--- config.mk ---
export PLATFORM = sky130hd
export DESIGN_NAME = msrc_ctrl
export DESIGN_NICKNAME = d
export VERILOG_FILES = /design/src/design/msrc_pkg.sv /design/src/design/msrc_pace.sv /design/src/design/msrc_ctrl.sv
export SDC_FILE = /design/constraint.sdc
export NUM_CORES = 1
export LEC_CHECK = 0
export BUFFER_PORTS_ARGS = -buffer_cell sky130_fd_sc_hd__buf_4
export CORE_MARGIN = 5
export CORE_UTILIZATION = 56
export CTS_BUF_LIST = sky130_fd_sc_hd__clkbuf_16
export CTS_CLUSTER_DIAMETER = 40
export DETAILED_ROUTE_END_ITERATION = 10
export PLACE_DENSITY = 0.79
export SKIP_LAST_GASP = 1
export SLEW_MARGIN = 10
export SYNTH_ARGS = -nofsm -noshare
export SYNTH_HDL_FRONTEND = slang
export SYNTH_SLANG_ARGS = --single-unit
export TNS_END_PERCENT = 10
--- constraint.sdc ---
create_clock -name mclk_in -period 2.5 [get_ports mclk_in]
set_input_delay 0.375 -clock mclk_in [delete_from_list [all_inputs] [get_ports mclk_in]]
set_output_delay 0.375 -clock mclk_in [all_outputs]
set_load 0.01 [all_outputs]
--- src/design/msrc_pkg.sv ---
// Operation
// - Auto enable resets sensor before every acquisition
// - Auto enable is write-only, reads zero
// - Raw select skips user offset correction
// - Factory calibration always applied to outputs
// - Writing one-shot bit starts reset cycle when the sequencer is idle
// - One-shot bit reads one until cycle ends
// - All three control bits reset to zero
// - Active mode acquires periodically, one per sample
`default_nettype none
package msrc_pkg;
  // ---------------------------------------------------------------
  // Register map and field positions
  // ---------------------------------------------------------------
  localparam logic [7:0] MSRC_CTRL2_ADDR  = 8'h11;
  localparam int         MSRC_AUTO_BIT    = 7;
  localparam int         MSRC_RAW_BIT     = 5;
  localparam int         MSRC_ONESHOT_BIT = 4;
  localparam logic [7:0] MSRC_CTRL2_RST   = 8'h00;
  // ---------------------------------------------------------------
  // Timing
  // ---------------------------------------------------------------
  localparam int MSRC_CLK_NS       = 10;
  localparam int MSRC_RST_CYCLE_NS = 1000;  // Sensor reset pulse length
  localparam int MSRC_RST_CYCLES   =
    (MSRC_RST_CYCLE_NS + MSRC_CLK_NS - 1) / MSRC_CLK_NS;
  localparam int MSRC_SAMPLE_CYCLES = 1000; // Default acquisition period
  localparam int MSRC_CNT_W         = 16;

  // Control fields kept by the register
  typedef struct packed {
    logic auto_en;
    logic raw_sel;
    logic busy;
  } msrc_ctrl_t;

  typedef enum logic [1:0] {
    MSRC_IDLE    = 2'b00,
    MSRC_SRESET  = 2'b01,
    MSRC_ACQUIRE = 2'b10
  } msrc_state_t;
endpackage : msrc_pkg
`default_nettype wire

--- src/design/msrc_pace.sv ---
`default_nettype none
// Acquisition pacer: one-cycle tick every period cycles while running
module msrc_pace #(
  parameter int PERIOD = msrc_pkg::MSRC_SAMPLE_CYCLES
) (
  input  wire logic mclk_in,   // Clock
  input  wire logic rst_n_in,  // Sync reset, low
  input  wire logic run_in,    // Active mode
  output logic      tick_out   // Acquisition request
);
  logic [msrc_pkg::MSRC_CNT_W-1:0] cnt_reg, cnt_next;
  logic                            tick_reg, tick_next;

  // ---------------------------------------------------------------
  // Period counter
  // ---------------------------------------------------------------
  always_comb begin
    cnt_next  = cnt_reg;
    tick_next = 1'b0;
    if (!run_in) begin
      cnt_next = '0;
    end else if (cnt_reg == msrc_pkg::MSRC_CNT_W'(PERIOD - 1)) begin
      cnt_next  = '0;
      tick_next = 1'b1;
    end else begin
      cnt_next = cnt_reg + 1'b1;
    end
  end

  always_ff @(posedge mclk_in) begin
    if (!rst_n_in) begin
      cnt_reg  <= '0;
      tick_reg <= 1'b0;
    end else begin
      cnt_reg  <= cnt_next;
      tick_reg <= tick_next;
    end
  end

  assign tick_out = tick_reg;
endmodule : msrc_pace
`default_nettype wire

--- src/design/msrc_ctrl.sv ---
`default_nettype none
// Sensor reset and correction control register with its sequencer
module msrc_ctrl #(
  parameter int SAMPLE_CYCLES = msrc_pkg::MSRC_SAMPLE_CYCLES,
  parameter int RST_CYCLES    = msrc_pkg::MSRC_RST_CYCLES
) (
  input  wire logic       mclk_in,          // Clock, 100 MHz
  input  wire logic       rst_n_in,         // Sync reset, low
  input  wire logic       wr_en_in,         // Register write strobe
  input  wire logic       rd_en_in,         // Register read strobe
  input  wire logic [7:0] addr_in,          // Register address
  input  wire logic [7:0] wdata_in,         // Write data
  input  wire logic       active_mode_select_in, // Periodic acquisition
  input  wire logic [7:0] sample_in,        // Calibrated sample
  input  wire logic [7:0] user_offset_in,   // User offset
  output logic [7:0]      rdata_out,        // Read data
  output logic            sensor_reset_out, // Reset coil drive
  output logic            acquire_out,      // Acquisition pulse
  output logic [7:0]      data_out,         // Output data
  output logic            raw_mode_out      // Raw mode flag
);
  msrc_pkg::msrc_ctrl_t  ctl_reg, ctl_next;
  msrc_pkg::msrc_state_t st_reg, st_next;
  logic [msrc_pkg::MSRC_CNT_W-1:0] cnt_reg, cnt_next;
  logic [7:0] rdata_reg, rdata_next;
  logic [7:0] data_reg, data_next;
  logic       srst_reg, srst_next;
  logic       acq_reg, acq_next;
  logic       tick;
  logic       hit_wr;

  msrc_pace #(
    .PERIOD (SAMPLE_CYCLES)
  ) u_pace (
    .mclk_in  (mclk_in),
    .rst_n_in (rst_n_in),
    .run_in   (active_mode_select_in),
    .tick_out (tick)
  );

  assign hit_wr = wr_en_in && (addr_in == msrc_pkg::MSRC_CTRL2_ADDR);

  // ---------------------------------------------------------------
  // Register and sequencer next state
  // ---------------------------------------------------------------
  // A tick that lands mid reset is dropped, as ticks are only taken in the idle state, so an
  // acquisition is never taken while the coil is still pulsed.
  always_comb begin
    ctl_next   = ctl_reg;
    st_next    = st_reg;
    cnt_next   = cnt_reg;
    srst_next  = 1'b0;
    acq_next   = 1'b0;
    data_next  = data_reg;
    rdata_next = rdata_reg;
    if (hit_wr) begin
      ctl_next.auto_en = wdata_in[msrc_pkg::MSRC_AUTO_BIT];
      ctl_next.raw_sel = wdata_in[msrc_pkg::MSRC_RAW_BIT];
    end
    unique case (st_reg)
      msrc_pkg::MSRC_IDLE: begin
        if (hit_wr && wdata_in[msrc_pkg::MSRC_ONESHOT_BIT]) begin
          st_next       = msrc_pkg::MSRC_SRESET;
          ctl_next.busy = 1'b1;
          cnt_next      = '0;
        end else if (tick) begin
          if (ctl_next.auto_en) begin
            st_next       = msrc_pkg::MSRC_ACQUIRE;
            ctl_next.busy = 1'b0;
            cnt_next      = '0;
          end else begin
            acq_next = 1'b1;
          end
        end
      end
      msrc_pkg::MSRC_SRESET: begin
        // Count one step past the pulse, so the coil is high for the
        // full RST_CYCLES and busy drops on the same edge as the coil
        srst_next = 1'b1;
        cnt_next  = cnt_reg + 1'b1;
        if (cnt_reg == msrc_pkg::MSRC_CNT_W'(RST_CYCLES)) begin
          st_next       = msrc_pkg::MSRC_IDLE;
          ctl_next.busy = 1'b0;
          srst_next     = 1'b0;
        end
      end
      msrc_pkg::MSRC_ACQUIRE: begin
        // Auto reset pulse, then the acquisition itself
        srst_next = 1'b1;
        cnt_next  = cnt_reg + 1'b1;
        if (cnt_reg == msrc_pkg::MSRC_CNT_W'(RST_CYCLES)) begin
          st_next   = msrc_pkg::MSRC_IDLE;
          srst_next = 1'b0;
          acq_next  = 1'b1;
        end
      end
      default: begin
        st_next = msrc_pkg::MSRC_IDLE;
      end
    endcase
    // Sample is already factory calibrated; only user offset is optional
    if (acq_reg) begin
      data_next = ctl_reg.raw_sel ? sample_in
                                  : sample_in - user_offset_in;
    end
    if (rd_en_in) begin
      if (addr_in == msrc_pkg::MSRC_CTRL2_ADDR) begin
        rdata_next = msrc_pkg::MSRC_CTRL2_RST;
        rdata_next[msrc_pkg::MSRC_RAW_BIT]     = ctl_reg.raw_sel;
        rdata_next[msrc_pkg::MSRC_ONESHOT_BIT] = ctl_reg.busy;
      end else begin
        rdata_next = msrc_pkg::MSRC_CTRL2_RST;
      end
    end
  end

  // ---------------------------------------------------------------
  // State registers
  // ---------------------------------------------------------------
  always_ff @(posedge mclk_in) begin
    if (!rst_n_in) begin
      ctl_reg   <= '0;
      st_reg    <= msrc_pkg::MSRC_IDLE;
      cnt_reg   <= '0;
      srst_reg  <= 1'b0;
      acq_reg   <= 1'b0;
      data_reg  <= '0;
      rdata_reg <= msrc_pkg::MSRC_CTRL2_RST;
    end else begin
      ctl_reg   <= ctl_next;
      st_reg    <= st_next;
      cnt_reg   <= cnt_next;
      srst_reg  <= srst_next;
      acq_reg   <= acq_next;
      data_reg  <= data_next;
      rdata_reg <= rdata_next;
    end
  end

  assign rdata_out        = rdata_reg;
  assign sensor_reset_out = srst_reg;
  assign acquire_out      = acq_reg;
  assign data_out         = data_reg;
  assign raw_mode_out     = ctl_reg.raw_sel;
endmodule : msrc_ctrl
`default_nettype wire

==> impl_metrics.tcl, run 1 <==
set metrics [dict create \
    status "finished clean" \
    finalHoldViolations 0 \
    arrival_ns 2.22 \
    cp_max_fo 15 \
    post_synth_num_cell_types 61 \
    ff_latch_area_um2 1000 \
    slowest_stage "or2_1" \
    min_path_type "in -> reg" \
    synth_edf_count 0 \
    path_buf_inv 2 \
    fillers 451 \
    vias 2692 \
    power_leakage_nw 1.38 \
    wirelength_um 6700 \
    pin_count 56 \
    area_growth_pct 16.8 \
    setup_viol_count_final 0 \
    cp_top_family "compound AO/OA/AOI/OAI gates" \
    synthXorXnorAreaFrac 0.0467 \
    htreeDepth 2 \
    grt_overflow_total 0 \
    final_area_um2 3500 \
    peakVddDrop_mv 0.400 \
    num_antenna_cells 0 \
    ys_ff_latch 50 \
    grt_pass1_wl_um 11600 \
    clock_latency_ns 0.29 \
    worstSetupStartpointType "flip-flop" \
    initial_core_util 0.580 \
    fin_nets 448 \
    post_cts_resize_count 0 \
    detail-route-antenna-nets 0 \
    cp_common_cell "inv_1" \
    syn_inst 354 \
    dr.pass1.iters 4 \
    crit_path_max_incr_delay_ns 0.58 \
    drc 0 \
    port_buffers 44 \
    synth-simple-area-share 0.249 \
    cts.sinks 50 \
    yosysSeqAreaShare 0.333 \
    cp-end-kind "flip-flop" \
    cts_buffers 5 \
    gp_congestion 0.893 \
    synthFlopType "dfxtp_1" \
    timing.final.crit_share 0.818 \
    cts_hold_buf 0 \
    worst_pin_slew_ns 0.684 \
    post-route-min-period_ns 2.04 \
    rsz0062_at_grt "false" \
    synth_top_family_by_area "simple AND/OR/NAND/NOR gates" \
    grt_pass1_vias 2555 \
    tritoncts "done" \
    tns_ns 0 \
    grt_max_degree 29 \
    synth_async_sr_flop_share 0 \
    fmax_mhz 489 \
    design.core.area_um2 5170 \
    powerDensity_nw_per_um2 511 \
    drt-initial-drc-count 189 \
    die_x_um 83.2 \
    rows 26 \
    timing.hold.ws_ns 0.310 \
    syn_avg_cell_area_um2 8.48 \
    skew_ns 0.00724 \
    die_h_um 83.2 \
    dieArea_um2 6920 \
    worstSetupPathType "reg -> reg" \
    syn-cell-area_um2 3000 \
    wl_per_cell_um 14.4 \
    post_dp_cell_area_um2 3340 \
    final_layout_size_suffix_gt1_frac 0.194 \
    grt_use_total 0.196 \
    post_drt_via_cell_ratio 5.78 \
    cts_root_buf "clkbuf_16" \
    cp_cell_sequence "inv_1 > ha_1 > inv_1 > a41oi_2 > or2_1 > a21oi_1 > o221a_2" \
    cts_setup_buffers 0 \
    synth_area_leaders "dfxtp_1 (33%), ha_1 (5.8%), nor2_1 (4.5%)" \
    cap_violations 0 \
    synth_top_area_frac 0.333 \
    synth_mux_area_frac 0.0233 \
    clkTransAtPathRegs_ns 0.07 \
    slew_headroom 0.544 \
    cts_buffer_depth 2 \
    hpwl_um 4850 \
    multiInputGateArea_um2 1780 \
    synth-compound-area-share 0.200 \
    slew_violations 0 \
    crit_required_ns 2.68 \
    synthesis.yosys.warnings 0 \
    synthAdderAreaFrac 0.0650 \
    antenna_found_initial 0 \
    yosysTopAreaCell "dfxtp_1" \
]
path summary, 6_finish.rpt:
kind	end	start	slack (ns)	cells past startpoint
max	cnt_reg[10]$_SDFFE_PN0P_	st_reg[0]$_SDFFE_PN0P_	0.46	7
min	u_pace.tick_out$_SDFF_PN0_	active_mode_select_in	0.31	3
max reg2reg	cnt_reg[10]$_SDFFE_PN0P_	st_reg[0]$_SDFFE_PN0P_	0.46	7
min reg2reg	u_pace.cnt_reg[0]$_SDFF_PP0_	u_pace.cnt_reg[0]$_SDFF_PP0_	0.45	1
metrics by stage:
stage / total power, mW / instances / util / worst slack (ns)
5_1_grt: 1.87 / 466 / 0.678 / 0.323
4_1_cts: 1.81 / 466 / 0.678 / 0.505
2_1_floorplan: 0.991 / 359 / - / 0.599
3_3_place_gp: 1.05 / 459 / 0.646 / 0.315
3_5_place_dp: 1.05 / 459 / 0.646 / 0.295
6_report: 1.79 / 466 / 0.678 / 0.456
cell usage in the layout (no fill, tap or decap), drive strengths merged, types with 9 or more instances in the layout:
cell,n
inv,25
nor2,36
nand2,32
dfxtp,50
o21ai,10
buf,51
xor2,9
a22oi,9
nand3,24
a21oi,10
ha,14
power by group:
part | switching, mW | internal [mW] | total [mW]
registers | 0.00322 | 0.801 | 0.804
logic | 0.127 | 0.105 | 0.233
clock network | 0.287 | 0.468 | 0.755
total | 0.417 | 1.37 | 1.79
area by class of cell:
type                            instances  area share
Timing Repair Buffer                   51       0.109
Inverter                               25      0.0268
Sequential cell                        50       0.286
Clock inverter                          2      0.0111
Multi-Input combinational cell        263       0.507
Clock buffer                            5      0.0357
Tap cell                               70      0.0250
worst reg2reg max path: cells and delay by family (launching register included):
kind            cells  cell delay [ns]
flops               1             0.34
simple gates        1             0.58
compound gates      3             0.64
fa+ha+maj           1             0.22
buf+inv             2             0.16
synth_stat cells (7+ instances only):
| master | number |
|---|---|
| a21oi_1 | 10 |
| inv_1 | 25 |
| nor2_1 | 36 |
| xnor2_1 | 7 |
| mux2i_1 | 7 |
| dfxtp_1 | 50 |
| xor2_1 | 9 |
| ha_1 | 14 |
| nand2_1 | 32 |
| or3_1 | 8 |
| nand4_1 | 7 |
| o21ai_0 | 8 |
| o22ai_1 | 8 |
| nor3_1 | 8 |
| nand3_1 | 24 |
| clkbuf_1 | 10 |
cells by family (layout without fill, tap and decap cells):
group / count (synthesis) / in the layout
other: 1 / 6
AND/OR/NAND/NOR: 144 / 144
buffers and inverters: 46 / 83
multiplexers: 7 / 7
XOR/XNOR: 16 / 16
AO/OA/AOI/OAI: 75 / 75
adder cells (fa/ha/maj): 15 / 15
flip-flops: 50 / 50
per-layer routing:
metal,wire (µm),global-route usage,vias to the layer above
li1,-,-,1347
met2,3210,0.321,69
met1,3130,0.261,1272
met3,309,0.0426,4
met4,47,0.0475,0
met5,0,0,-
No activity file was read; power rests on OpenSTA's default activity.
==> run 2: changes to the inputs <==
--- a/config.mk
+++ b/config.mk
@@ -5,6 +5,7 @@
 export SDC_FILE = /design/constraint.sdc
 export NUM_CORES = 1
 export LEC_CHECK = 0
+export ABC_AREA = 1
 export BUFFER_PORTS_ARGS = -buffer_cell sky130_fd_sc_hd__buf_4
 export CORE_MARGIN = 5
 export CORE_UTILIZATION = 56
==> constraint.sdc (replaced) <==
create_clock -name mclk_in -period 1.9 [get_ports mclk_in]
set_input_delay 0.285 -clock mclk_in [delete_from_list [all_inputs] [get_ports mclk_in]]
set_output_delay 0.285 -clock mclk_in [all_outputs]
set_load 0.01 [all_outputs]
==> impl_metrics.tcl, run 2 <==
set metrics [dict create \
    detail-route-antenna-nets 0 \
    fin_util 0.668 \
    crit_path_max_incr_delay_ns 0.35 \
    post_drt_via_cell_ratio 5.20 \
    slowest_stage "dfxtp_1" \
    cp_cell_sequence "inv_1 > ha_1 > nand3_1 > nor2_1 > nand2_1 > nand2_1 > nand2_1 > o21ai_0 > a21oi_1" \
    grt_pass1_wl_um 12400 \
    cts.sinks 50 \
    place_ws_ns 0.101 \
    num_antenna_cells 0 \
    synthXorXnorAreaFrac 0.0274 \
    drt-initial-drc-count 155 \
    power_frac_clock 0.420 \
    timing.hold.ws_ns 0.189 \
    dr.pass1.iters 4 \
    ys_ff_latch 50 \
    synth_top_area_frac 0.313 \
    syn-cell-area_um2 3190 \
    synth_edf_count 0 \
    dieArea_um2 7310 \
    synthFlopType "dfxtp_1" \
    die_x_um 85.5 \
    synth_mux_area_frac 0 \
    setup_ws_ns 0.172 \
    cts_buffer_depth 2 \
    gp_congestion 0.910 \
    synthAdderAreaFrac 0.0611 \
    power.switching_uw 543 \
    drc 0 \
    pin_count 56 \
    hpwl_um 5330 \
    synth_top_family_by_area "simple AND/OR/NAND/NOR gates" \
    grt_max_degree 20 \
    die_h_um 85.5 \
    skew_ns 0.00679 \
    synth.top_cells.by_count "nand2_1 (89), nor2_1 (60), inv_1 (59), dfxtp_1 (50), a21oi_1 (40)" \
    final_cells 586 \
    post_dp_cell_area_um2 3550 \
    cellInternalPower_mw 1.64 \
    worstSetupStartpointType "flip-flop" \
    synth_async_sr_flop_share 0 \
    cts_buffers 5 \
    synth_area_leaders "dfxtp_1 (31%), nand2_1 (10%), nor2_1 (7.1%)" \
    design.core.area_um2 5540 \
    cp_common_cell "nand2_1" \
    syn_inst 470 \
    initial_core_util 0.577 \
    layout_commonest_cell "nand2_1" \
    yosysTopAreaCell "dfxtp_1" \
    htreeDepth 2 \
    grt_pass1_vias 2976 \
    peakVddDrop_mv 0.434 \
    arrival_ns 1.90 \
    syn_avg_cell_area_um2 6.80 \
    wl_per_cell_um 12.1 \
    synth-simple-area-share 0.344 \
    rsz0062_at_grt "false" \
    tritoncts "done" \
    timing.final.crit_share 0.910 \
    fillers 482 \
    grt_overflow_total 0 \
    status "finished clean" \
    tns_ns 0 \
    yosysMostFrequentCell "nand2_1" \
    cp_max_fo 5 \
    vias 3045 \
    antenna_found_initial 0 \
    combPwrFrac 0.098 \
    synth-compound-area-share 0.139 \
    yosysSeqAreaShare 0.313 \
    final_cell_mix "nand2_1 (89), inv_1 (59), nor2_1 (59)" \
    place_inst 578 \
    fmax_mhz 579 \
    cts_root_buf "clkbuf_16" \
    crit_required_ns 2.08 \
    p_total_mw 2.19 \
    post_synth_num_cell_types 40 \
    rrSetupSlack_ns 0.17 \
    final_area_um2 3700 \
    powerDensity_nw_per_um2 591 \
    area_growth_pct 15.8 \
    post-route-min-period_ns 1.73 \
    min_path_type "in -> reg" \
    clock_latency_ns 0.30 \
    setup_viol_count_final 0 \
    rows 27 \
    wirelength_um 7100 \
    final_layout_size_suffix_gt1_frac 0.177 \
    fin_nets 565 \
    slew_violations 0 \
    synthesis.yosys.warnings 0 \
    finalHoldViolations 0 \
    worstSetupPathType "reg -> reg" \
    power_leakage_nw 1.55 \
    clkTransAtPathRegs_ns 0.07 \
    cts_setup_buffers 0 \
    cap_violations 0 \
    grt_use_total 0.204 \
    port_buffers 44 \
    seqPwrFrac 0.482 \
    cp-end-kind "flip-flop" \
    sw_frac_of_total 0.248 \
]
## run 2: cell count changes after synthesis, sizes merged, moves of 6 or more
cell   delta
nand3    +13
a22oi     -9
mux2i     -7
o21ai    +22
a21oi    +32
nor2     +32
o22ai     -8
xnor2     -6
inv      +41
or3       -8
nand2    +69
## run 2: layout make-up
type,instances,area (µm²),share of cell area
inverter,66,248,0.0670
clock buffer,5,125,0.0338
tap,72,90.1,0.0243
multi-input combinational,342,1850,0.500
clock inverter,3,25.0,0.00676
timing repair buffer,48,360,0.0974
sequential,50,1000,0.271
## run 2: path summary, 6_finish.rpt
path,from,endpoint,depth (start not counted)
hold / removal,rd_en_in,rdata_out[4]$_SDFFE_PN0P_,2
hold reg to reg,u_pace.cnt_reg[14]$_SDFF_PP0_,u_pace.cnt_reg[15]$_SDFF_PP0_,1
setup / recovery,cnt_reg[0]$_SDFFE_PN0P_,st_reg[0]$_SDFFE_PN0P_,9
setup reg to reg,cnt_reg[0]$_SDFFE_PN0P_,st_reg[0]$_SDFFE_PN0P_,9
## run 2: layer usage
layer | vias up | global-route usage | share of wire
met2 | 84 | 0.350 | 0.48
met3 | 12 | 0.0528 | 0.056
li1 | 1587 | - | -
met1 | 1362 | 0.242 | 0.45
met5 | - | 0 | 0
met4 | 0 | 0.0806 | 0.018
## run 2: timing repair
action                     4_1_cts  5_1_grt
setup endpoints to repair        0        1
resized for setup                0        1
hold endpoints to repair         0        0
hold buffers                     0        0
## run 2: power by group through the flow
| stage | Clock [mW] | Sequential (mW) | Combinational (mW) |
|---|---|---|---|
| 4_1_cts | 0.931 | 1.05 | 0.213 |
| 5_1_grt | 0.983 | 1.05 | 0.240 |
| 2_1_floorplan | 0 | 1.08 | 0.135 |
| 3_5_place_dp | 0 | 1.08 | 0.212 |
| 6_report | 0.919 | 1.05 | 0.214 |
| 3_3_place_gp | 0 | 1.08 | 0.205 |
## run 2: logic make-up (layout without fill, tap and decap cells)
logic type | after synthesis | count (layout)
compound gates | 83 | 83
flops | 50 | 50
simple gates | 228 | 228
other cells | 1 | 6
fa+ha+maj | 15 | 15
buf+inv | 83 | 122
xor+xnor | 10 | 10
## run 2: critical path, delay by kind of cell, from the launching register on
| kind | cells | cell delay [ns] |
|---|---|---|
| simple gates | 5 | 0.59 |
| compound gates | 2 | 0.30 |
| flops | 1 | 0.35 |
| fa+ha+maj | 1 | 0.20 |
| buf+inv | 1 | 0.16 |
